**config.mk**
```make
export PLATFORM = sky130hd
export DESIGN_NAME = sspf_top
export DESIGN_NICKNAME = d
export VERILOG_FILES = /design/src/common/sspf_pkg.sv /design/src/design/sspf_sync.sv /design/src/design/sspf_top.sv
export SDC_FILE = /design/constraint.sdc
export NUM_CORES = 1
export LEC_CHECK = 0
export BUFFER_PORTS_ARGS = -buffer_cell sky130_fd_sc_hd__clkbuf_2
export CAP_MARGIN = 20
export CELL_PAD_IN_SITES_DETAIL_PLACEMENT = 0
export CELL_PAD_IN_SITES_GLOBAL_PLACEMENT = 1
export CORE_MARGIN = 2
export CORE_UTILIZATION = 42
export CTS_CLUSTER_SIZE = 16
export DETAILED_ROUTE_END_ITERATION = 6
export MAX_ROUTING_LAYER = met4
export PLACE_DENSITY_LB_ADDON = 0.1
export RECOVER_POWER = 100
export SLEW_MARGIN = 20
export SYNTH_ARGS = -nofsm -noshare
export SYNTH_HDL_FRONTEND = slang
export SYNTH_HIERARCHICAL = 1
export SYNTH_SLANG_ARGS = --single-unit
```
**constraint.sdc**
```tcl
create_clock -name pclk -period 2.7 [get_ports pclk]
set_clock_uncertainty 0.05 [all_clocks]
set_input_delay 0.405 -clock pclk [delete_from_list [all_inputs] [get_ports pclk]]
set_output_delay 0.405 -clock pclk [all_outputs]
set_load 0.05 [all_outputs]
```
**src/common/sspf_pkg.sv**
```systemverilog
/*
 Package for the setpoint select and fault output block: register map,
 field codes, reset values and timing constants.
 Assumes a 40 MHz pclk and 32-bit APB data.
*/
package sspf_pkg;
   // Register byte offsets
   localparam logic [7:0] SSPF_CFG_OFS      = 8'h00;
   localparam logic [7:0] SSPF_SP_BASE_OFS  = 8'h04;
   localparam logic [7:0] SSPF_LIM_OFS      = 8'h14;
   localparam logic [7:0] SSPF_LEVEL_OFS    = 8'h18;
   localparam logic [7:0] SSPF_CMD_OFS      = 8'h1C;
   localparam logic [7:0] SSPF_INPUT_OFS    = 8'h20;
   localparam logic [7:0] SSPF_STATUS_OFS   = 8'h24;
   localparam logic [7:0] SSPF_OUT_OFS      = 8'h28;

   // Setpoint count codes
   typedef enum logic [1:0] {SSPF_CNT_ONE, SSPF_CNT_TWO, SSPF_CNT_FOUR} sspf_count_e;
   // Contact input function codes
   typedef enum logic [2:0] {SSPF_FN_NONE, SSPF_FN_HALT, SSPF_FN_ALCLR, SSPF_FN_MANUAL,
                             SSPF_FN_BANK} sspf_func_e;
   // Control direction
   typedef enum logic [1:0] {SSPF_DIR_HEAT, SSPF_DIR_COOL, SSPF_DIR_BOTH} sspf_dir_e;

   // Levels in tenths of a percent, signed
   localparam logic signed [11:0] SSPF_LVL_ZERO = 12'sh000;
   localparam logic signed [11:0] SSPF_LVL_FULL = 12'sh3E8;
   localparam logic signed [11:0] SSPF_LVL_NEG  = -12'sh3E8;

   // Blink half period
   localparam int unsigned SSPF_CLK_HZ       = 40000000;
   localparam int unsigned SSPF_BLINK_MS     = 500;
   localparam int unsigned SSPF_BLINK_CYC    = SSPF_CLK_HZ / 1000 * SSPF_BLINK_MS;

   // Reset values
   localparam logic [1:0] SSPF_CH_ONE = 2'h0;
   localparam logic [1:0] SSPF_CH_TWO = 2'h1;

   typedef struct packed {
      logic over;
      logic under;
      logic open;
   } sspf_fault_s;

   typedef struct packed {
      logic signed [11:0] heat;
      logic signed [11:0] cool;
   } sspf_level_s;
endpackage

```
**src/design/sspf_sync.sv**
```systemverilog
/*
 Two-stage synchroniser for a group of level inputs.
 Assumes inputs may change at any time relative to pclk.
*/
module sspf_sync
   import sspf_pkg::*;
#(
   parameter int WIDTH = 2
) (
   // Clock and reset
   input  wire logic             pclk,
   input  wire logic             presetn,
   // Data
   input  wire logic [WIDTH-1:0] async_in,
   output logic      [WIDTH-1:0] sync_out
);
   typedef struct packed {
      logic [WIDTH-1:0] first;
      logic [WIDTH-1:0] second;
   } sspf_sync_s;

   sspf_sync_s state_reg;
   sspf_sync_s state_next;

   always_comb begin
      state_next.first  = async_in;
      state_next.second = state_reg.first;
   end

   always_ff @(posedge pclk or negedge presetn) begin
      if (!presetn) begin
         state_reg <= '0;
      end else begin
         state_reg <= state_next;
      end
   end

   assign sync_out = state_reg.second;
endmodule

```
**src/design/sspf_top.sv**
```systemverilog
/*
 Setpoint select, contact input mapping and fault output arbitration,
 with an APB register slave.
 Assumes contact inputs and fault flags arrive from outside; fault flags
 and computed levels are synchronous to pclk.
*/
// The placing of the registers and register access over APB are this design's own decisions.
// What this block does
// - Setpoint count one, two or four
// - Four setpoints clamped to limits, default zero
// - Per-input function selector, default none
// - Sample contacts at power-up before acting
// - Halt input on channel one stops output, blocks bus run
// - Alarm clear input forces alarm off
// - Manual input forces manual, blocks bus mode
// - One bank input picks setpoint zero/one
// - Two bank inputs form index bits
// - Count drop from four turns input two off, or both if to one
// - Bank select only with count two+
// - Per-input target channel, defaults one/two
// - Fault flag follows range and open faults
// - Indicator blinks half second on fault
// - Heating only: over 0%, under 100%
// - Cooling only: over 100%, under 0%
// - Combined: over heat 0 cool 100
// - Manual priority: manual, halt, fault
// - Auto priority: halt, fault, computed
// - Open fault level, clamped per mode
// - Factory restore keeps communication parameters
// - Halt level overrides control levels
module sspf_top
   import sspf_pkg::*;
#(
   parameter int unsigned BLINK_CYC = SSPF_BLINK_CYC
) (
   // APB
   input  wire logic        pclk,
   input  wire logic        presetn,
   input  wire logic        psel,
   input  wire logic        penable,
   input  wire logic        pwrite,
   input  wire logic [7:0]  paddr,
   input  wire logic [31:0] pwdata,
   output logic      [31:0] prdata,
   output logic             pready,
   output logic             pslverr,
   // Contacts, closed is high
   input  wire logic        contact_input_one,
   input  wire logic        contact_input_two,
   // Sensor state per channel and computed levels
   input  wire sspf_fault_s fault_ch1,
   input  wire sspf_fault_s fault_ch2,
   input  wire sspf_level_s control_output_level,
   // Outputs
   output sspf_level_s      manipulated_value,
   output logic [1:0]       setpoint_index,
   output logic [15:0]      setpoint,
   output logic [1:0]       halt_ch,
   output logic [1:0]       alarm_force_off_ch,
   output logic [1:0]       manual_ch,
   output logic             fault_flag,
   output logic             indicator
);
   typedef struct packed {
      logic              started;
      sspf_count_e       count;
      sspf_func_e        func_one;
      sspf_func_e        func_two;
      logic [1:0]        ch_one;
      logic [1:0]        ch_two;
      sspf_dir_e         dir;
      logic              onoff;
      logic [1:0]        bus_index;
      logic [1:0]        bus_halt;
      logic [1:0]        bus_alclr;
      logic [1:0]        bus_manual;
      logic [63:0]       sp;
      logic [15:0]       sp_lo;
      logic [15:0]       sp_hi;
      logic signed [11:0] halt_lvl;
      logic signed [11:0] fault_lvl;
      logic signed [11:0] manual_lvl;
      logic [31:0]       blink_cnt;
      logic              blink;
      logic [31:0]       rdata;
      sspf_level_s       mv;
   } sspf_state_s;

   sspf_state_s state_reg;
   sspf_state_s state_next;
   logic [1:0]  contacts;
   logic [1:0]  act;
   logic        bank_one;
   logic        bank_two;
   logic        fault_any;
   logic        open_any;
   logic        over_any;
   logic        under_any;
   logic        wr;
   logic        rd;
   logic [7:0]  sp_ofs;
   logic [1:0]  halt_v;
   logic [1:0]  alclr_v;
   logic [1:0]  man_v;
   sspf_level_s fault_out;
   sspf_level_s halt_out;
   sspf_level_s manual_out;

   sspf_sync #(.WIDTH(2)) u_sync (
      .pclk     (pclk),
      .presetn  (presetn),
      .async_in ({contact_input_two, contact_input_one}),
      .sync_out (contacts)
   );

   function automatic logic signed [11:0] clamp_lvl(input logic signed [11:0] v,
                                                    input sspf_dir_e d, input logic oo);
      logic signed [11:0] r;
      r = v;
      if (oo) begin
         if (d == SSPF_DIR_BOTH) begin
            r = (v > SSPF_LVL_ZERO) ? SSPF_LVL_FULL :
                (v < SSPF_LVL_ZERO) ? SSPF_LVL_NEG : SSPF_LVL_ZERO;
         end else begin
            r = (v > SSPF_LVL_ZERO) ? SSPF_LVL_FULL : SSPF_LVL_ZERO;
         end
      end else if (v > SSPF_LVL_FULL) begin
         r = SSPF_LVL_FULL;
      end else if (d == SSPF_DIR_BOTH && v < SSPF_LVL_NEG) begin
         r = SSPF_LVL_NEG;
      end else if (d != SSPF_DIR_BOTH && v < SSPF_LVL_ZERO) begin
         r = SSPF_LVL_ZERO;
      end
      return r;
   endfunction

   function automatic sspf_level_s split_lvl(input logic signed [11:0] v, input sspf_dir_e d);
      sspf_level_s r;
      r = '0;
      unique case (d)
         SSPF_DIR_HEAT: r.heat = v;
         SSPF_DIR_COOL: r.cool = v;
         default: begin
            if (v < SSPF_LVL_ZERO) begin
               r.cool = -v;
            end else begin
               r.heat = v;
            end
         end
      endcase
      return r;
   endfunction

   // Functions act only after the synchroniser is primed
   assign act       = state_reg.started ? contacts : 2'h0;
   assign bank_one  = state_reg.func_one == SSPF_FN_BANK;
   assign bank_two  = state_reg.func_two == SSPF_FN_BANK;
   assign over_any  = fault_ch1.over | fault_ch2.over;
   assign under_any = fault_ch1.under | fault_ch2.under;
   assign open_any  = fault_ch1.open | fault_ch2.open;
   assign fault_any = over_any | under_any | open_any;
   assign wr        = psel & penable & pwrite;
   assign rd        = psel & ~penable & ~pwrite;
   assign sp_ofs    = paddr - SSPF_SP_BASE_OFS;

   // Per-channel contact functions
   always_comb begin
      halt_v  = state_reg.bus_halt;
      alclr_v = state_reg.bus_alclr;
      man_v   = state_reg.bus_manual;
      if (state_reg.func_one == SSPF_FN_HALT) begin
         halt_v[state_reg.ch_one[0]] = act[0];
      end
      if (state_reg.func_two == SSPF_FN_HALT) begin
         halt_v[state_reg.ch_two[0]] = act[1];
      end
      if (state_reg.func_one == SSPF_FN_ALCLR) begin
         alclr_v[state_reg.ch_one[0]] = act[0];
      end
      if (state_reg.func_two == SSPF_FN_ALCLR) begin
         alclr_v[state_reg.ch_two[0]] = act[1];
      end
      if (state_reg.func_one == SSPF_FN_MANUAL) begin
         man_v[state_reg.ch_one[0]] = act[0];
      end
      if (state_reg.func_two == SSPF_FN_MANUAL) begin
         man_v[state_reg.ch_two[0]] = act[1];
      end
   end

   // Output levels; channel one's halt and manual, and faults on either channel, drive the shared level output
   always_comb begin
      fault_out = '0;
      if (over_any) begin
         fault_out.heat = (state_reg.dir == SSPF_DIR_COOL) ? SSPF_LVL_ZERO : SSPF_LVL_ZERO;
         fault_out.cool = (state_reg.dir == SSPF_DIR_HEAT) ? SSPF_LVL_ZERO : SSPF_LVL_FULL;
      end else if (under_any) begin
         fault_out.heat = (state_reg.dir == SSPF_DIR_COOL) ? SSPF_LVL_ZERO : SSPF_LVL_FULL;
         fault_out.cool = SSPF_LVL_ZERO;
      end else if (open_any) begin
         fault_out = split_lvl(state_reg.fault_lvl, state_reg.dir);
      end
      halt_out   = split_lvl(state_reg.halt_lvl, state_reg.dir);
      manual_out = split_lvl(state_reg.manual_lvl, state_reg.dir);
   end

   always_comb begin
      state_next         = state_reg;
      state_next.started = 1'b1;
      state_next.rdata   = '0;
      if (wr) begin
         unique case (paddr)
            SSPF_CFG_OFS: begin
               state_next.count  = (pwdata[1:0] == 2'h3) ? SSPF_CNT_ONE
                                   : sspf_count_e'(pwdata[1:0]);
               state_next.func_one = (pwdata[4:2] > 3'h4) ? SSPF_FN_NONE
                                     : sspf_func_e'(pwdata[4:2]);
               state_next.func_two = (pwdata[7:5] > 3'h4) ? SSPF_FN_NONE
                                     : sspf_func_e'(pwdata[7:5]);
               state_next.ch_one = {1'b0, pwdata[8]};
               state_next.ch_two = {1'b0, pwdata[9]};
               state_next.dir    = (pwdata[11:10] == 2'h3) ? SSPF_DIR_HEAT
                                   : sspf_dir_e'(pwdata[11:10]);
               state_next.onoff  = pwdata[12];
               // Dropping the count disables affected inputs
               if (state_reg.count == SSPF_CNT_FOUR && pwdata[1:0] == 2'h1) begin
                  state_next.func_two = SSPF_FN_NONE;
               end else if (state_reg.count == SSPF_CNT_FOUR && pwdata[1:0] != 2'h2) begin
                  state_next.func_one = SSPF_FN_NONE;
                  state_next.func_two = SSPF_FN_NONE;
               end
            end
            SSPF_LIM_OFS: begin
               state_next.sp_lo = pwdata[15:0];
               state_next.sp_hi = pwdata[31:16];
            end
            SSPF_LEVEL_OFS: begin
               state_next.halt_lvl  = clamp_lvl(pwdata[11:0], state_reg.dir, state_reg.onoff);
               state_next.fault_lvl = clamp_lvl(pwdata[23:12], state_reg.dir,
                                                state_reg.onoff);
            end
            SSPF_CMD_OFS: begin
               if (!(bank_one | bank_two)) begin
                  state_next.bus_index = pwdata[1:0];
               end
               state_next.bus_halt   = pwdata[3:2];
               state_next.bus_alclr  = pwdata[5:4];
               state_next.bus_manual = pwdata[7:6];
               state_next.manual_lvl = clamp_lvl(pwdata[19:8], state_reg.dir, 1'b0);
               if (pwdata[31]) begin
                  // Factory restore; bus interface state is untouched
                  state_next.count      = SSPF_CNT_ONE;
                  state_next.func_one   = SSPF_FN_NONE;
                  state_next.func_two   = SSPF_FN_NONE;
                  state_next.ch_one     = SSPF_CH_ONE;
                  state_next.ch_two     = SSPF_CH_TWO;
                  state_next.dir        = SSPF_DIR_HEAT;
                  state_next.onoff      = 1'b0;
                  state_next.bus_index  = 2'h0;
                  state_next.bus_halt   = 2'h0;
                  state_next.bus_alclr  = 2'h0;
                  state_next.bus_manual = 2'h0;
                  state_next.sp         = '0;
                  state_next.sp_lo      = '0;
                  state_next.sp_hi      = 16'hFFFF;
                  state_next.halt_lvl   = '0;
                  state_next.fault_lvl  = '0;
                  state_next.manual_lvl = '0;
               end
            end
            default: begin
               if (paddr >= SSPF_SP_BASE_OFS && paddr < SSPF_LIM_OFS) begin
                  state_next.sp[16*sp_ofs[3:2] +: 16] =
                     (pwdata[15:0] < state_reg.sp_lo) ? state_reg.sp_lo :
                     (pwdata[15:0] > state_reg.sp_hi) ? state_reg.sp_hi :
                     pwdata[15:0];
               end
            end
         endcase
      end
      // Bank select needs at least two setpoints
      if (state_next.count == SSPF_CNT_ONE) begin
         if (state_next.func_one == SSPF_FN_BANK) state_next.func_one = SSPF_FN_NONE;
         if (state_next.func_two == SSPF_FN_BANK) state_next.func_two = SSPF_FN_NONE;
      end
      if (rd) begin
         unique case (paddr)
            SSPF_CFG_OFS:    state_next.rdata = {19'h0, state_reg.onoff, state_reg.dir,
                                                 state_reg.ch_two[0], state_reg.ch_one[0],
                                                 state_reg.func_two, state_reg.func_one,
                                                 state_reg.count};
            SSPF_LIM_OFS:    state_next.rdata = {state_reg.sp_hi, state_reg.sp_lo};
            SSPF_LEVEL_OFS:  state_next.rdata = {8'h0, state_reg.fault_lvl, state_reg.halt_lvl};
            SSPF_CMD_OFS:    state_next.rdata = {12'h0, state_reg.manual_lvl,
                                                 state_reg.bus_manual, state_reg.bus_alclr,
                                                 state_reg.bus_halt, state_reg.bus_index};
            SSPF_INPUT_OFS:  state_next.rdata = {24'h0, man_v, alclr_v, halt_v, act};
            SSPF_STATUS_OFS: state_next.rdata = {24'h0, setpoint_index, fault_ch2, fault_ch1};
            SSPF_OUT_OFS:    state_next.rdata = {8'h0, state_reg.mv};
            default: begin
               if (paddr >= SSPF_SP_BASE_OFS && paddr < SSPF_LIM_OFS) begin
                  state_next.rdata = {16'h0, state_reg.sp[16*sp_ofs[3:2] +: 16]};
               end
            end
         endcase
      end
      // Half-second blink while any fault stands
      if (!fault_any) begin
         state_next.blink_cnt = '0;
         state_next.blink     = 1'b0;
      end else if (state_reg.blink_cnt >= BLINK_CYC - 1) begin
         state_next.blink_cnt = '0;
         state_next.blink     = ~state_reg.blink;
      end else begin
         state_next.blink_cnt = state_reg.blink_cnt + 32'h1;
      end
      // Priority mux
      if (man_v[0]) begin
         state_next.mv = manual_out;
      end else if (halt_v[0]) begin
         state_next.mv = halt_out;
      end else if (fault_any) begin
         state_next.mv = fault_out;
      end else begin
         state_next.mv = control_output_level;
      end
   end

   always_comb begin
      setpoint_index = state_reg.bus_index;
      if (bank_one && bank_two) begin
         setpoint_index = act;
      end else if (bank_one) begin
         setpoint_index = {1'b0, act[0]};
      end else if (bank_two) begin
         setpoint_index = {1'b0, act[1]};
      end
      if (state_reg.count == SSPF_CNT_ONE) begin
         setpoint_index = 2'h0;
      end else if (state_reg.count == SSPF_CNT_TWO) begin
         setpoint_index[1] = 1'b0;
      end
   end

   always_ff @(posedge pclk or negedge presetn) begin
      if (!presetn) begin
         state_reg            <= '0;
         state_reg.ch_two     <= SSPF_CH_TWO;
         state_reg.sp_hi      <= 16'hFFFF;
      end else begin
         state_reg <= state_next;
      end
   end

   assign setpoint           = state_reg.sp[16*setpoint_index +: 16];
   assign prdata             = state_reg.rdata;
   assign pready             = psel & penable;
   assign pslverr            = 1'b0;
   assign manipulated_value  = state_reg.mv;
   assign halt_ch            = halt_v;
   assign alarm_force_off_ch = alclr_v;
   assign manual_ch          = man_v;
   assign fault_flag         = fault_any;
   assign indicator          = state_reg.blink;
endmodule

```
* Yosys cells after proc, flatten, opt, wreduce, memory -nomap -nowiden *
Cells that the tools add are included.

word-level totals
  register bits after elaboration = 249
  bits of input ports = 77
  output and inout bits = 84
  logic and storage cells = 220

cells by class
  add/sub/neg operators = 6
  magnitude comparators = 25
  eq/ne operators = 28
  shifts and indexed selects = 4
  multiplexer cells = 91
  bitwise logic cells = 14
  reductions and logical operators = 27

operators with widths
  operator                                                                               count
  155-bit two-way mux                                                                    2
  12-bit two-way mux                                                                     24
  32-bit case mux with 7 select lines                                                    1
  24-bit two-way mux                                                                     6
  12-bit case mux with 2 select lines                                                    6
  64-bit case mux with 2 select lines                                                    1
  64-bit by 7-bit variable part select with 16-bit output                                2
  12-bit by 1-bit < comparator with 1-bit output, second input constant                  6
  64-bit bitwise mux                                                                     1
  32-bit two-way mux                                                                     2
  64-bit two-way mux                                                                     1
  32-bit case mux with 2 select lines                                                    1
  16-bit by 34-bit variable shift with 64-bit output, first input constant               1
  16-bit by 34-bit variable part select with 64-bit output                               1
  16-bit two-way mux                                                                     3
  24-bit case mux with 2 select lines                                                    1
  10-bit two-way mux                                                                     4
  12-bit by 11-bit > comparator with 1-bit output, second input constant                 3
  12-bit by 11-bit < comparator with 1-bit output, second input constant                 3
  12-bit negator                                                                         3
  6-bit negator with 34-bit output                                                       1
  33-bit two-way mux                                                                     1
  32-bit by 1-bit adder with 32-bit output, second input constant                        1
  32-bit by 25-bit greater-or-equal comparator with 1-bit output, second input constant  1
  37 further kinds                                                                       119

* Longest topological paths before layout *
Gate-level depths: netlist (run 1).

  depth in word-level cells = 11
  depth in mapped cells = 12

* Hierarchy *
Netlist (run 1), hierarchy kept.

modules (own cells, without submodules)
  module     instances  cells an instance  area each (um^2)  seq. area each (um^2)
  sspf_top   1          1775               15811.4           6102.1
  sspf_sync  1          4                  100.1             100.1

* Worst setup path after synthesis (run 1) *
No wires, ideal clock.

  kind = register to output
  start point = register state_reg[241] (netlist bit)
  end point = output port setpoint[10]
  data arrival time = 2.983 ns
  path slack = -0.738 ns
  cell stages (with the launch flop) = 8
  path buffers = 3
  cell sequence = dfrtp_1 clkbuf_1 nor3b_1 o31a_1 buf_2 clkbuf_1 a211oi_1 a21oi_1

between the ends
  elaborated cells on any way between the ends = 8
  those cells by class = eq/ne (1); shift (1); mux (5); reduce/logical (1)

RTL lines
  what                                                         RTL line                          text
  from (decl)                                                  sspf_top.sv:89                    sspf_state_s state_reg;
  from (signal assigned)                                       sspf_top.sv:351                   state_reg <= state_next;
  3-bit == test (*)                                            sspf_top.sv:156                   assign bank_one = state_reg.func_one == SSPF_FN_BANK;
  2-bit two-way mux or 1-bit logical AND (tied branches)       sspf_top.sv:333, sspf_top.sv:331
  2-bit two-way mux (*)                                        sspf_top.sv:331                   if (bank_one && bank_two) begin
  1-bit two-way mux (*)                                        sspf_top.sv:338                   if (state_reg.count == SSPF_CNT_ONE) begin
  named net setpoint_index[0]                                  sspf_top.sv:56                    output logic [1:0] setpoint_index,
  64-bit by 7-bit variable part select with 16-bit output (*)  sspf_top.sv:355                   assign setpoint = state_reg.sp[16*setpoint_index +: 16];
  to (decl)                                                    sspf_top.sv:57                    output logic [15:0] setpoint,

The timed path passes the listed nets; every way through them passes the cells marked *.

* Worst setup path after layout (run 1) *
  start point = register state_reg[237] (netlist bit)
  end point = output port setpoint[12]

between the ends
  cells in the longest elaborated chain, start to end = 7
  elaborated cells on any way between the ends = 9
  those cells by class = eq/ne (1); shift (1); mux (6); reduce/logical (1)

RTL lines
  what                                                         RTL line         text
  3-bit == test (*)                                            sspf_top.sv:157  assign bank_two = state_reg.func_two == SSPF_FN_BANK;
  2-bit two-way mux                                            sspf_top.sv:335  end else if (bank_two) begin
  2-bit two-way mux                                            sspf_top.sv:333  end else if (bank_one) begin
  2-bit two-way mux (*)                                        sspf_top.sv:331
  1-bit two-way mux                                            sspf_top.sv:340  end else if (state_reg.count == SSPF_CNT_TWO) begin
  1-bit two-way mux                                            sspf_top.sv:338
  64-bit by 7-bit variable part select with 16-bit output (*)  sspf_top.sv:355

Mark *: on every way between the ends. The rest lies on a longest branch, timed or not.

==> flow_metrics.tcl, run 1 <==
set metrics [dict create \
    worst_setup_path_end_kind "output pin" \
    worstMarginPinSlew_ns 1.41 \
    wl_per_cell_um 25.1 \
    ios 161 \
    final_hold_viol_count 0 \
    whs_ns 0.0766 \
    grt_max_degree 72 \
    clock_latency_ns 0.59 \
    dp.cells 2497 \
    drt_pass1_iterations 6 \
    detailed_place.area_um2 18700 \
    hold_path_class "input port to flip-flop" \
    largest_reg_flops 186 \
    ys_warn_count 6 \
    tns_ns -6.40 \
    clock-sinks 247 \
    synth_ff_type "dfrtp_1" \
    ys_seq_area_frac 0.390 \
    worst-path-max-fanout 21 \
    power.internal_mw 6.84 \
    p_total_mw 9.45 \
    avgSynthCellArea_um2 8.94 \
    violations "setup timing" \
    worstPathArrival_ns 2.63 \
    maxCapViolCount 0 \
    antenna_left 0 \
    port_buffers 159 \
    setup_ws_ns -0.386 \
    setup_viol 26 \
    drive_above_1_share 0.265 \
    clk_transition_reported_paths_ns 0.06 \
    cts_buffer_depth 3 \
    p_sw_mw 2.61 \
    die_h_um 199 \
    grt_pass1_vias 15300 \
    utilization 0.537 \
    drtIter0Drc 1385 \
    routed_wl_um 64600 \
    viasPerCell 6.12 \
    vias 15800 \
    ir_drop_mv 0.376 \
    p_comb_frac 0.139 \
    grt_pass1_wl_um 97000 \
    core_area_um2 37500 \
    ys_seq_elements 247 \
    rsz0062_at_grt "yes" \
    final_common_cell "dfrtp_1" \
    synth_area_um2 15900 \
    gp_congestion 0.955 \
    async_reset_ff_frac 1.00 \
    drc 0 \
    final_cell_mix "dfrtp_1, buf_4, nand2_1, o21ai_0, nor2_1" \
    cts_tree "done" \
    grt_antenna_before_repair 1 \
    place_ws_ns -0.0977 \
    final_cell_area_um2 20100 \
    post-dp-hpwl_um 48400 \
    layout.nets 2156 \
    final_cells 2573 \
    finalMaxSlewViolations 0 \
    initial_core_util 0.424 \
    numCtsBuffers 30 \
    cellLeakagePower_nw 8.58 \
    start_kind "flip-flop" \
    clkPwrFrac 0.452 \
    syn-instance-count 1779 \
    cellPowerDensity_nw_per_um2 469 \
    root_buffer "clkbuf_16" \
    grt_usage 0.335 \
    status "finished, violations left" \
    overflow 0 \
    core.rowCount 71 \
    pwr-share-seq 0.409 \
    area_growth_pct 26.5 \
    die_area_um2 39500 \
    fmax_mhz 324 \
    slew_headroom 0.0614 \
    synth_enable_flop_cells 0 \
    p_sw_frac 0.276 \
    synth.distinct_cells 90 \
    min_period_ns 3.09 \
    worstSetupPathType "flip-flop to output pin" \
    htree_levels 1 \
    period_share 1.14 \
    die_w_um 199 \
    cp.required_ns 2.25 \
]
-- synth_stat cells, drive strengths merged (6+ instances only) --
cell type    n  area share
a211oi      33       0.016
or4          9      0.0042
nor2       104       0.026
a22oi       38       0.018
nand4       13      0.0051
o31ai       30       0.014
a32oi       55       0.030
xnor2       13      0.0072
o211ai      26       0.012
xor2        13      0.0072
a2bb2oi     17      0.0094
o21ai      163       0.052
inv         74       0.017
nor3        38       0.014
nor2b       28       0.011
clkbuf     115       0.027
o41ai        6      0.0033
a222oi      14      0.0088
a22o        27       0.015
or3         17      0.0067
nand3       49       0.016
and3        18      0.0071
a31oi       39       0.015
nor4        20      0.0096
a21oi      108       0.034
nor3b       10      0.0054
ha          42       0.033
a32o         6      0.0038
mux4        16       0.023
nand2b       7      0.0028
a311oi      11      0.0061
a221oi       6      0.0033
and2         8      0.0031
o22ai        7      0.0028
dfstp       17       0.028
and4         8      0.0044
nand3b       6      0.0028
nand2      129       0.031
dfrtp      230        0.36
nor4b       11      0.0064
mux2i       22       0.014
o21a        10      0.0047
a21o        12      0.0057
buf         95       0.040
-- routing by layer --
layer | routed length [um] | global-route usage | vias up
li1 | - | - | 7183
met5 | 0 | - | -
met2 | 29600 | 0.518 | 682
met4 | 2320 | 0.116 | 0
met1 | 27700 | 0.450 | 7773
met3 | 4980 | 0.0514 | 115
-- final cells by class --
type	instances	area, um^2
clock buffer	38	832
timing repair inverter	1	8.76
timing repair buffer	428	3080
sequential	247	6210
multi-input combinational	1255	8870
tap	511	639
antenna	1	2.50
fill	3592	17400
clock inverter	18	201
inverter	74	290
-- power by group through the flow --
stage	combinational (mW)	clock, mW	sequential, mW
final	1.31	4.27	3.87
after floorplan	0.664	0	3.92
after global placement	1.25	0	3.93
after global routing	1.41	4.49	3.87
after detailed placement	1.26	0	3.93
after CTS	1.31	4.32	3.87
-- critical path, stage by stage, from the launching register on --
cell and delay [ns]:
dfrtp_1 0.39, nor3b_2 0.25, buf_4 0.17, nor2b_2 0.04
o31a_4 0.35, buf_12 0.19, nor2b_2 0.15, a211oi_2 0.06
buf_4 0.14, a21oi_4 0.12, buf_8 0.16
-- cell families after synthesis --
family | Yosys count | share of synthesized area
XOR/XNOR | 26 | 0.0143
other | 2 | 0.000472
multiplexers | 41 | 0.0386
adder cells (fa/ha/maj) | 42 | 0.0330
flip-flops | 247 | 0.390
AO/OA/AOI/OAI | 646 | 0.276
buffers and inverters | 284 | 0.0842
AND/OR/NAND/NOR | 491 | 0.163
-- worst paths after layout --
path,start,endpoint,slack [ns],cells past startpoint
setup / recovery,state_reg[237]$_DFF_PN0_,setpoint[12],-0.39,10
hold / removal,pwdata[8],state_reg[149]$_DFFE_PN0P_,0.08,3
setup reg to reg,state_reg[241]$_DFF_PN0_,manipulated_value[0]$_DFF_PN0_,-0.11,9
hold reg to reg,u_sync/state_next[1]$_DFF_PN0_,u_sync/sync_out[1]$_DFF_PN0_,0.31,0
max in group asynchronous,presetn,state_reg[215]$_DFFE_PN0P_,0.24,3
min in group asynchronous,presetn,manipulated_value[11]$_DFF_PN0_,0.64,2
-- timing repair --
action / in CTS / in global routing
hold buffers: 3 / 0
gates cloned: 1 / 1
buffers inserted: 4 / 10
pin swaps: 9 / 10
resized for setup: 88 / 50
hold endpoints to repair: 47 / 0
endpoints found under the setup margin: 36 / 46
Power figures use the tool's default switching activity.
==> run 2: changes to the inputs <==
CORE_MARGIN = not set   (was 2)
==> run 2 against run 1 <==
The run ends with DRC, capacitance limit, slew limit, setup timing left; combinational power hardly changed; via count increased by 2.2%; non-clock buffer count up 2; sequential power is essentially flat; first-iteration DRC count is 26% higher; hold slack got worse by 0.011 ns; cell count is 0.31% lower; core utilization grew 0.82 points; flip-flop and latch count unchanged; register-to-register slack got worse by 0.02 ns; clock power is 5.2% lower.
==> flow_metrics.tcl, run 2 (synthesis gave the netlist of run 1 again) <==
set metrics [dict create \
    rsz0062_at_grt "yes" \
    grt_antenna_before_repair 3 \
    path_buf_inv 5 \
    overflow 0 \
    worstSetupPathType "flip-flop to output pin" \
    drc 3 \
    status "finished, violations left" \
    r2r_cells 9 \
    startpoint "state_reg[241]$_DFF_PN0_" \
    grt_pass1_vias 15500 \
    worst-path-max-fanout 6 \
    grt_usage 0.346 \
    cp.required_ns 2.25 \
    htree_levels 1 \
    area_growth_pct 26.6 \
    p_sw_frac 0.276 \
    p_total_mw 9.25 \
    start_kind "flip-flop" \
    critPathMaxStageDelay_ns 0.37 \
    largest_reg_flops 186 \
    die_area_um2 38700 \
    min_period_ns 3.05 \
    ios 161 \
    cp.depth 10 \
    wl_per_cell_um 25.7 \
    endpoint "setpoint[0]" \
    p_comb_frac 0.143 \
    worstMarginPinSlew_ns 1.63 \
    setup_viol 59 \
    crit_top_cell "buf_4" \
    drive_above_1_share 0.267 \
    power.internal_mw 6.70 \
    period_share 1.13 \
    setup_ws_ns -0.347 \
    routed_wl_um 66000 \
    clock_latency_ns 0.58 \
    violations "DRC, capacitance limit, slew limit, setup timing" \
    ff2ff_setup_slack_ns -0.13 \
    fmax_mhz 328 \
    viasPerCell 6.28 \
    final_hold_viol_count 0 \
    hold_path_class "input port to flip-flop" \
    clkPwrFrac 0.438 \
    die_h_um 197 \
    p_sw_mw 2.55 \
    hold_path.startpoint "pwdata[29]" \
    r2r-start "state_reg[234]$_DFFE_PN0P_" \
    final_common_cell "dfrtp_1" \
    cellLeakagePower_nw 8.54 \
    root_buffer "clkbuf_16" \
    slowest_stage "dfrtp_1" \
    cts_tree "done" \
    r2r_end "manipulated_value[14]$_DFF_PN0_" \
    drtIter0Drc 1746 \
    numCtsBuffers 29 \
    cts_buffer_depth 3 \
    cp_cell_sequence "nor3b_2 -> buf_4 -> nor2_2 -> a22o_1 -> nand2_4 -> buf_12 -> buf_4 -> buf_4 -> a21oi_2 -> buf_12" \
    core.rowCount 70 \
    finalMaxSlewViolations 55 \
    vias 16100 \
    utilization 0.545 \
    clock-sinks 247 \
    cellPowerDensity_nw_per_um2 459 \
    critPathTopFamily "buffers and inverters" \
    grt_pass1_wl_um 98000 \
    layout.nets 2156 \
    die_w_um 197 \
    ir_drop_mv 0.355 \
    final_cell_mix "dfrtp_1, buf_4, nand2_1" \
    antenna_left 0 \
    maxCapViolCount 1 \
    gp_congestion 0.980 \
    initial_core_util 0.431 \
    worstPathArrival_ns 2.59 \
    grt_max_degree 64 \
    pwr-share-seq 0.419 \
    clk_transition_reported_paths_ns 0.06 \
    core_area_um2 37000 \
    slew_headroom -0.0844 \
    post-dp-hpwl_um 48800 \
    worst_setup_path_end_kind "output pin" \
    port_buffers 159 \
    drt_pass1_iterations 7 \
]
[run 2: changes by cell type in the layout (fill, tap and decap cells not counted), moves of 3 or more]
cell / before / now
ha_1: 40 / 35
clkinv_2: 10 / 7
clkbuf_8: 7 / 13
nor2b_1: 16 / 13
o21ai_1: 34 / 40
buf_8: 14 / 9
buf_12: 15 / 12
a31oi_1: 39 / 36
a31oi_2: 0 / 3
a21oi_1: 85 / 82
ha_4: 2 / 7
nor2b_4: 4 / 7
o21ai_0: 128 / 120
clkbuf_1: 77 / 84
[run 2: worst min-delay path by stage]
| stage | end | slack (ns) | cells past startpoint |
|---|---|---|---|
| 2_1_floorplan | indicator$_DFFE_PN0P_ | 0.06 | 0 |
| 3_3_place_gp | u_sync/sync_out[0]$_DFF_PN0_ | 0.29 | 0 |
| 3_5_place_dp | u_sync/sync_out[1]$_DFF_PN0_ | 0.29 | 0 |
| 4_1_cts | state_reg[138]$_DFFE_PN1P_ | 0.04 | 3 |
| 5_1_grt | state_reg[138]$_DFFE_PN1P_ | 0.07 | 3 |
| 6_report | state_reg[138]$_DFFE_PN1P_ | 0.07 | 3 |
[run 2: what timing repair did]
action,in CTS,in global routing
gates cloned,1,3
pin swaps,5,12
endpoints found under the hold margin,45,0
setup endpoints to repair,39,76
hold buffers,3,0
resized for setup,88,59
buffers inserted,5,5
[run 2: layer usage]
metal	track usage	wire [um]	up-vias
li1	-	-	7179
met5	-	0	-
met1	0.472	28800	8020
met2	0.532	30200	777
met4	0.120	2210	0
met3	0.0450	4730	123
[run 2: cell type report]
type                            count  area, um^2
Clock inverter                     13         149
Fill cell                        3481       16800
Inverter                           74         290
Sequential cell                   247        6200
Clock buffer                       39         823
Timing Repair Buffer              430        3050
Antenna cell                        3        7.51
Tap cell                          504         631
Multi-Input combinational cell   1255        8990
[run 2: power groups by stage]
stage / clock network [mW] / logic, mW / registers, mW
3_5_place_dp: 0 / 1.26 / 3.93
5_1_grt: 4.26 / 1.41 / 3.88
6_report: 4.05 / 1.33 / 3.87
2_1_floorplan: 0 / 0.664 / 3.92
4_1_cts: 4.11 / 1.31 / 3.87
3_3_place_gp: 0 / 1.26 / 3.93
[run 2: worst register-to-register path, cell delays in order, from the launching register on]
cell      delay, ns
dfrtp_2        0.43
buf_4          0.16
nor4bb_1       0.34
mux2i_1        0.12
mux2i_1        0.51
clkbuf_2       0.41
buf_2          0.31
nand3_1        0.10
o21ai_0        0.18
buf_4          0.20
[run 2: per-stage QoR]
step	TNS (ns)	cells	instance area, um^2	setup WS [ns]	hold WS, ns
finish	-7.21	2565	20100	-0.347	0.0659
global route	-19.83	2565	20100	-0.418	0.0668
CTS	-5.11	2555	20100	-0.357	0.0358
detailed placement	-0.431	2494	18600	-0.0535	0.287
global placement	-0.00885	2494	18600	-0.00885	0.292
floorplan	-0.0156	1786	16100	-0.0156	0.0594
==> run 3: changes to the inputs <==
CELL_PAD_IN_SITES_DETAIL_PLACEMENT = not set   (was 0)
CELL_PAD_IN_SITES_GLOBAL_PLACEMENT = not set   (was 1)
CORE_UTILIZATION = 50   (was 42)
==> run 3 against run 2 <==
The run ends with DRC, setup timing left; critical path depth fell by 2; core utilization rose by 11 points; cell area is 1.2% higher.
==> flow_metrics.tcl, run 3 (synthesis gave the netlist of run 1 again) <==
set metrics [dict create \
    status "finished, violations left" \
    violations "DRC, setup timing" \
    clock_latency_ns 0.57 \
    critPathTopFamily "compound AO/OA/AOI/OAI gates" \
    ir_drop_mv 0.450 \
    cellLeakagePower_nw 8.66 \
    period_share 1.12 \
    final_hold_viol_count 0 \
    maxCapViolCount 0 \
    viasPerCell 6.75 \
    grt_usage 0.411 \
    root_buffer "clkbuf_16" \
    place_ws_ns -0.0876 \
    worstPathArrival_ns 2.56 \
    initial_core_util 0.515 \
    drc 12 \
    layout.nets 2160 \
    cts_tree "done" \
    p_total_mw 9.40 \
    vias 16600 \
    cts_buffer_depth 3 \
    setup_viol 33 \
    numCtsBuffers 29 \
    cp_cell_sequence "nor3b_4 -> and3_4 -> o31a_4 -> buf_16 -> nor2b_1 -> a211oi_2 -> a21oi_2 -> buf_12" \
    hold_path_class "input port to flip-flop" \
    start_kind "flip-flop" \
    clk_transition_reported_paths_ns 0.06 \
    core_area_um2 30900 \
    htree_levels 1 \
    min_period_ns 3.01 \
    dp.cells 2377 \
    detailed_place.area_um2 18400 \
    final_cell_mix "buf_4, dfrtp_1, nand2_1" \
    drt_pass1_iterations 7 \
    seqCellArea_um2 6200 \
    final_cell_area_um2 20400 \
    final_common_cell "buf_4" \
    cellPowerDensity_nw_per_um2 461 \
    final_cells 2460 \
    grt_max_degree 87 \
    wl_per_cell_um 27.0 \
    gp_congestion 1.05 \
    overflow 0 \
    worst_setup_path_end_kind "output pin" \
    utilization 0.660 \
    rsz0062_at_grt "yes" \
    grt_pass1_wl_um 98400 \
    port_buffers 159 \
    die_w_um 180 \
    post-dp-hpwl_um 47800 \
    path_buf_inv 2 \
    fill_cells 2613 \
    antenna_left 0 \
    worstMarginPinSlew_ns 1.36 \
    grt_antenna_before_repair 0 \
    drtIter0Drc 2184 \
    worst-path-max-fanout 13 \
    die_h_um 180 \
    drive_above_1_share 0.276 \
    finalMaxSlewViolations 0 \
    cp.required_ns 2.25 \
    routed_wl_um 66400 \
    slew_headroom 0.0910 \
    core.rowCount 64 \
    ios 161 \
    worstSetupPathType "flip-flop to output pin" \
    slowest_stage "dfrtp_1" \
    grt_pass1_vias 15600 \
    largest_reg_flops 186 \
    critPathMaxStageDelay_ns 0.41 \
    setup_ws_ns -0.313 \
    multiInputGateArea_um2 9210 \
    die_area_um2 32500 \
    area_growth_pct 28.2 \
    fmax_mhz 332 \
    clock-sinks 247 \
]
==> run 3: changes by cell type in the layout (fill, tap and decap cells not counted), moves of 4 or more <==
cell | previous run | this run
clkbuf_2 | 89 | 79
a211oi_2 | 14 | 9
a211oi_4 | 1 | 7
mux2i_4 | 0 | 8
a31oi_1 | 36 | 32
nor2b_1 | 13 | 18
buf_6 | 4 | 9
buf_4 | 213 | 231
nor2b_4 | 7 | 2
a31oi_4 | 0 | 4
mux2i_1 | 19 | 9
==> run 3: worst reg2reg max path: cells and delay by family (launching register included) <==
| family | cells | cell delay (ns) |
|---|---|---|
| compound gates | 1 | 0.24 |
| buf+inv | 4 | 1.06 |
| flops | 1 | 0.39 |
| mux | 2 | 0.71 |
| simple gates | 1 | 0.31 |
==> run 3: path summary, 6_finish.rpt <==
path                                           startpoint  depth (start not counted)  slack, ns                         endpoint
min in group asynchronous                         presetn                          2       0.62             prdata[23]$_DFF_PN0_
max in group asynchronous                         presetn                          3       0.37             prdata[31]$_DFF_PN0_
min                                            pwdata[24]                          3       0.08       state_reg[133]$_DFFE_PN1P_
max                              state_reg[236]$_DFF_PN0_                          8      -0.31                      setpoint[1]
max reg2reg                      state_reg[240]$_DFF_PN0_                          8      -0.18  manipulated_value[13]$_DFF_PN0_
min reg2reg                u_sync/state_next[1]$_DFF_PN0_                          0       0.30     u_sync/sync_out[1]$_DFF_PN0_
==> run 3: timing repair <==
item | in CTS | in global routing
gates resized for setup | 101 | 99
setup buffers | 2 | 20
hold buffers | 3 | 0
setup endpoints to repair | 57 | 110
pin swaps | 3 | 25
cloned | 4 | 3
endpoints found under the hold margin | 147 | 0
==> run 3: where the power goes <==
part	leakage [nW]	switching, mW	internal [mW]
sequential	3.21	0.0943	3.79
clock	0.497	1.60	2.58
combinational	4.96	0.828	0.507
total	8.66	2.52	6.88
==> run 3: layer usage <==
metal | routed length, um | up-vias | track usage
met4 | 2800 | 0 | 0.159
met2 | 28400 | 1071 | 0.579
met5 | 0 | - | -
li1 | - | 7199 | -
met3 | 7470 | 184 | 0.0926
met1 | 27800 | 8139 | 0.572
==> run 3: layout make-up <==
class / count / area share
diodes: 1 / 0.000123
inverters: 74 / 0.0144
well taps: 396 / 0.0243
repair buffers: 434 / 0.156
multi-input cells: 1255 / 0.451
clock inverters: 11 / 0.00883
flip-flops and latches: 247 / 0.304
clock buffers: 42 / 0.0404
==> run 3: through the flow <==
step	TNS, ns	hold slack (ns)
2_1_floorplan	-0.0156	0.0594
6_report	-5.06	0.0802
3_3_place_gp	-0.400	0.209
4_1_cts	-4.14	0.0601
5_1_grt	-16.26	0.0750
3_5_place_dp	-1.72	0.209
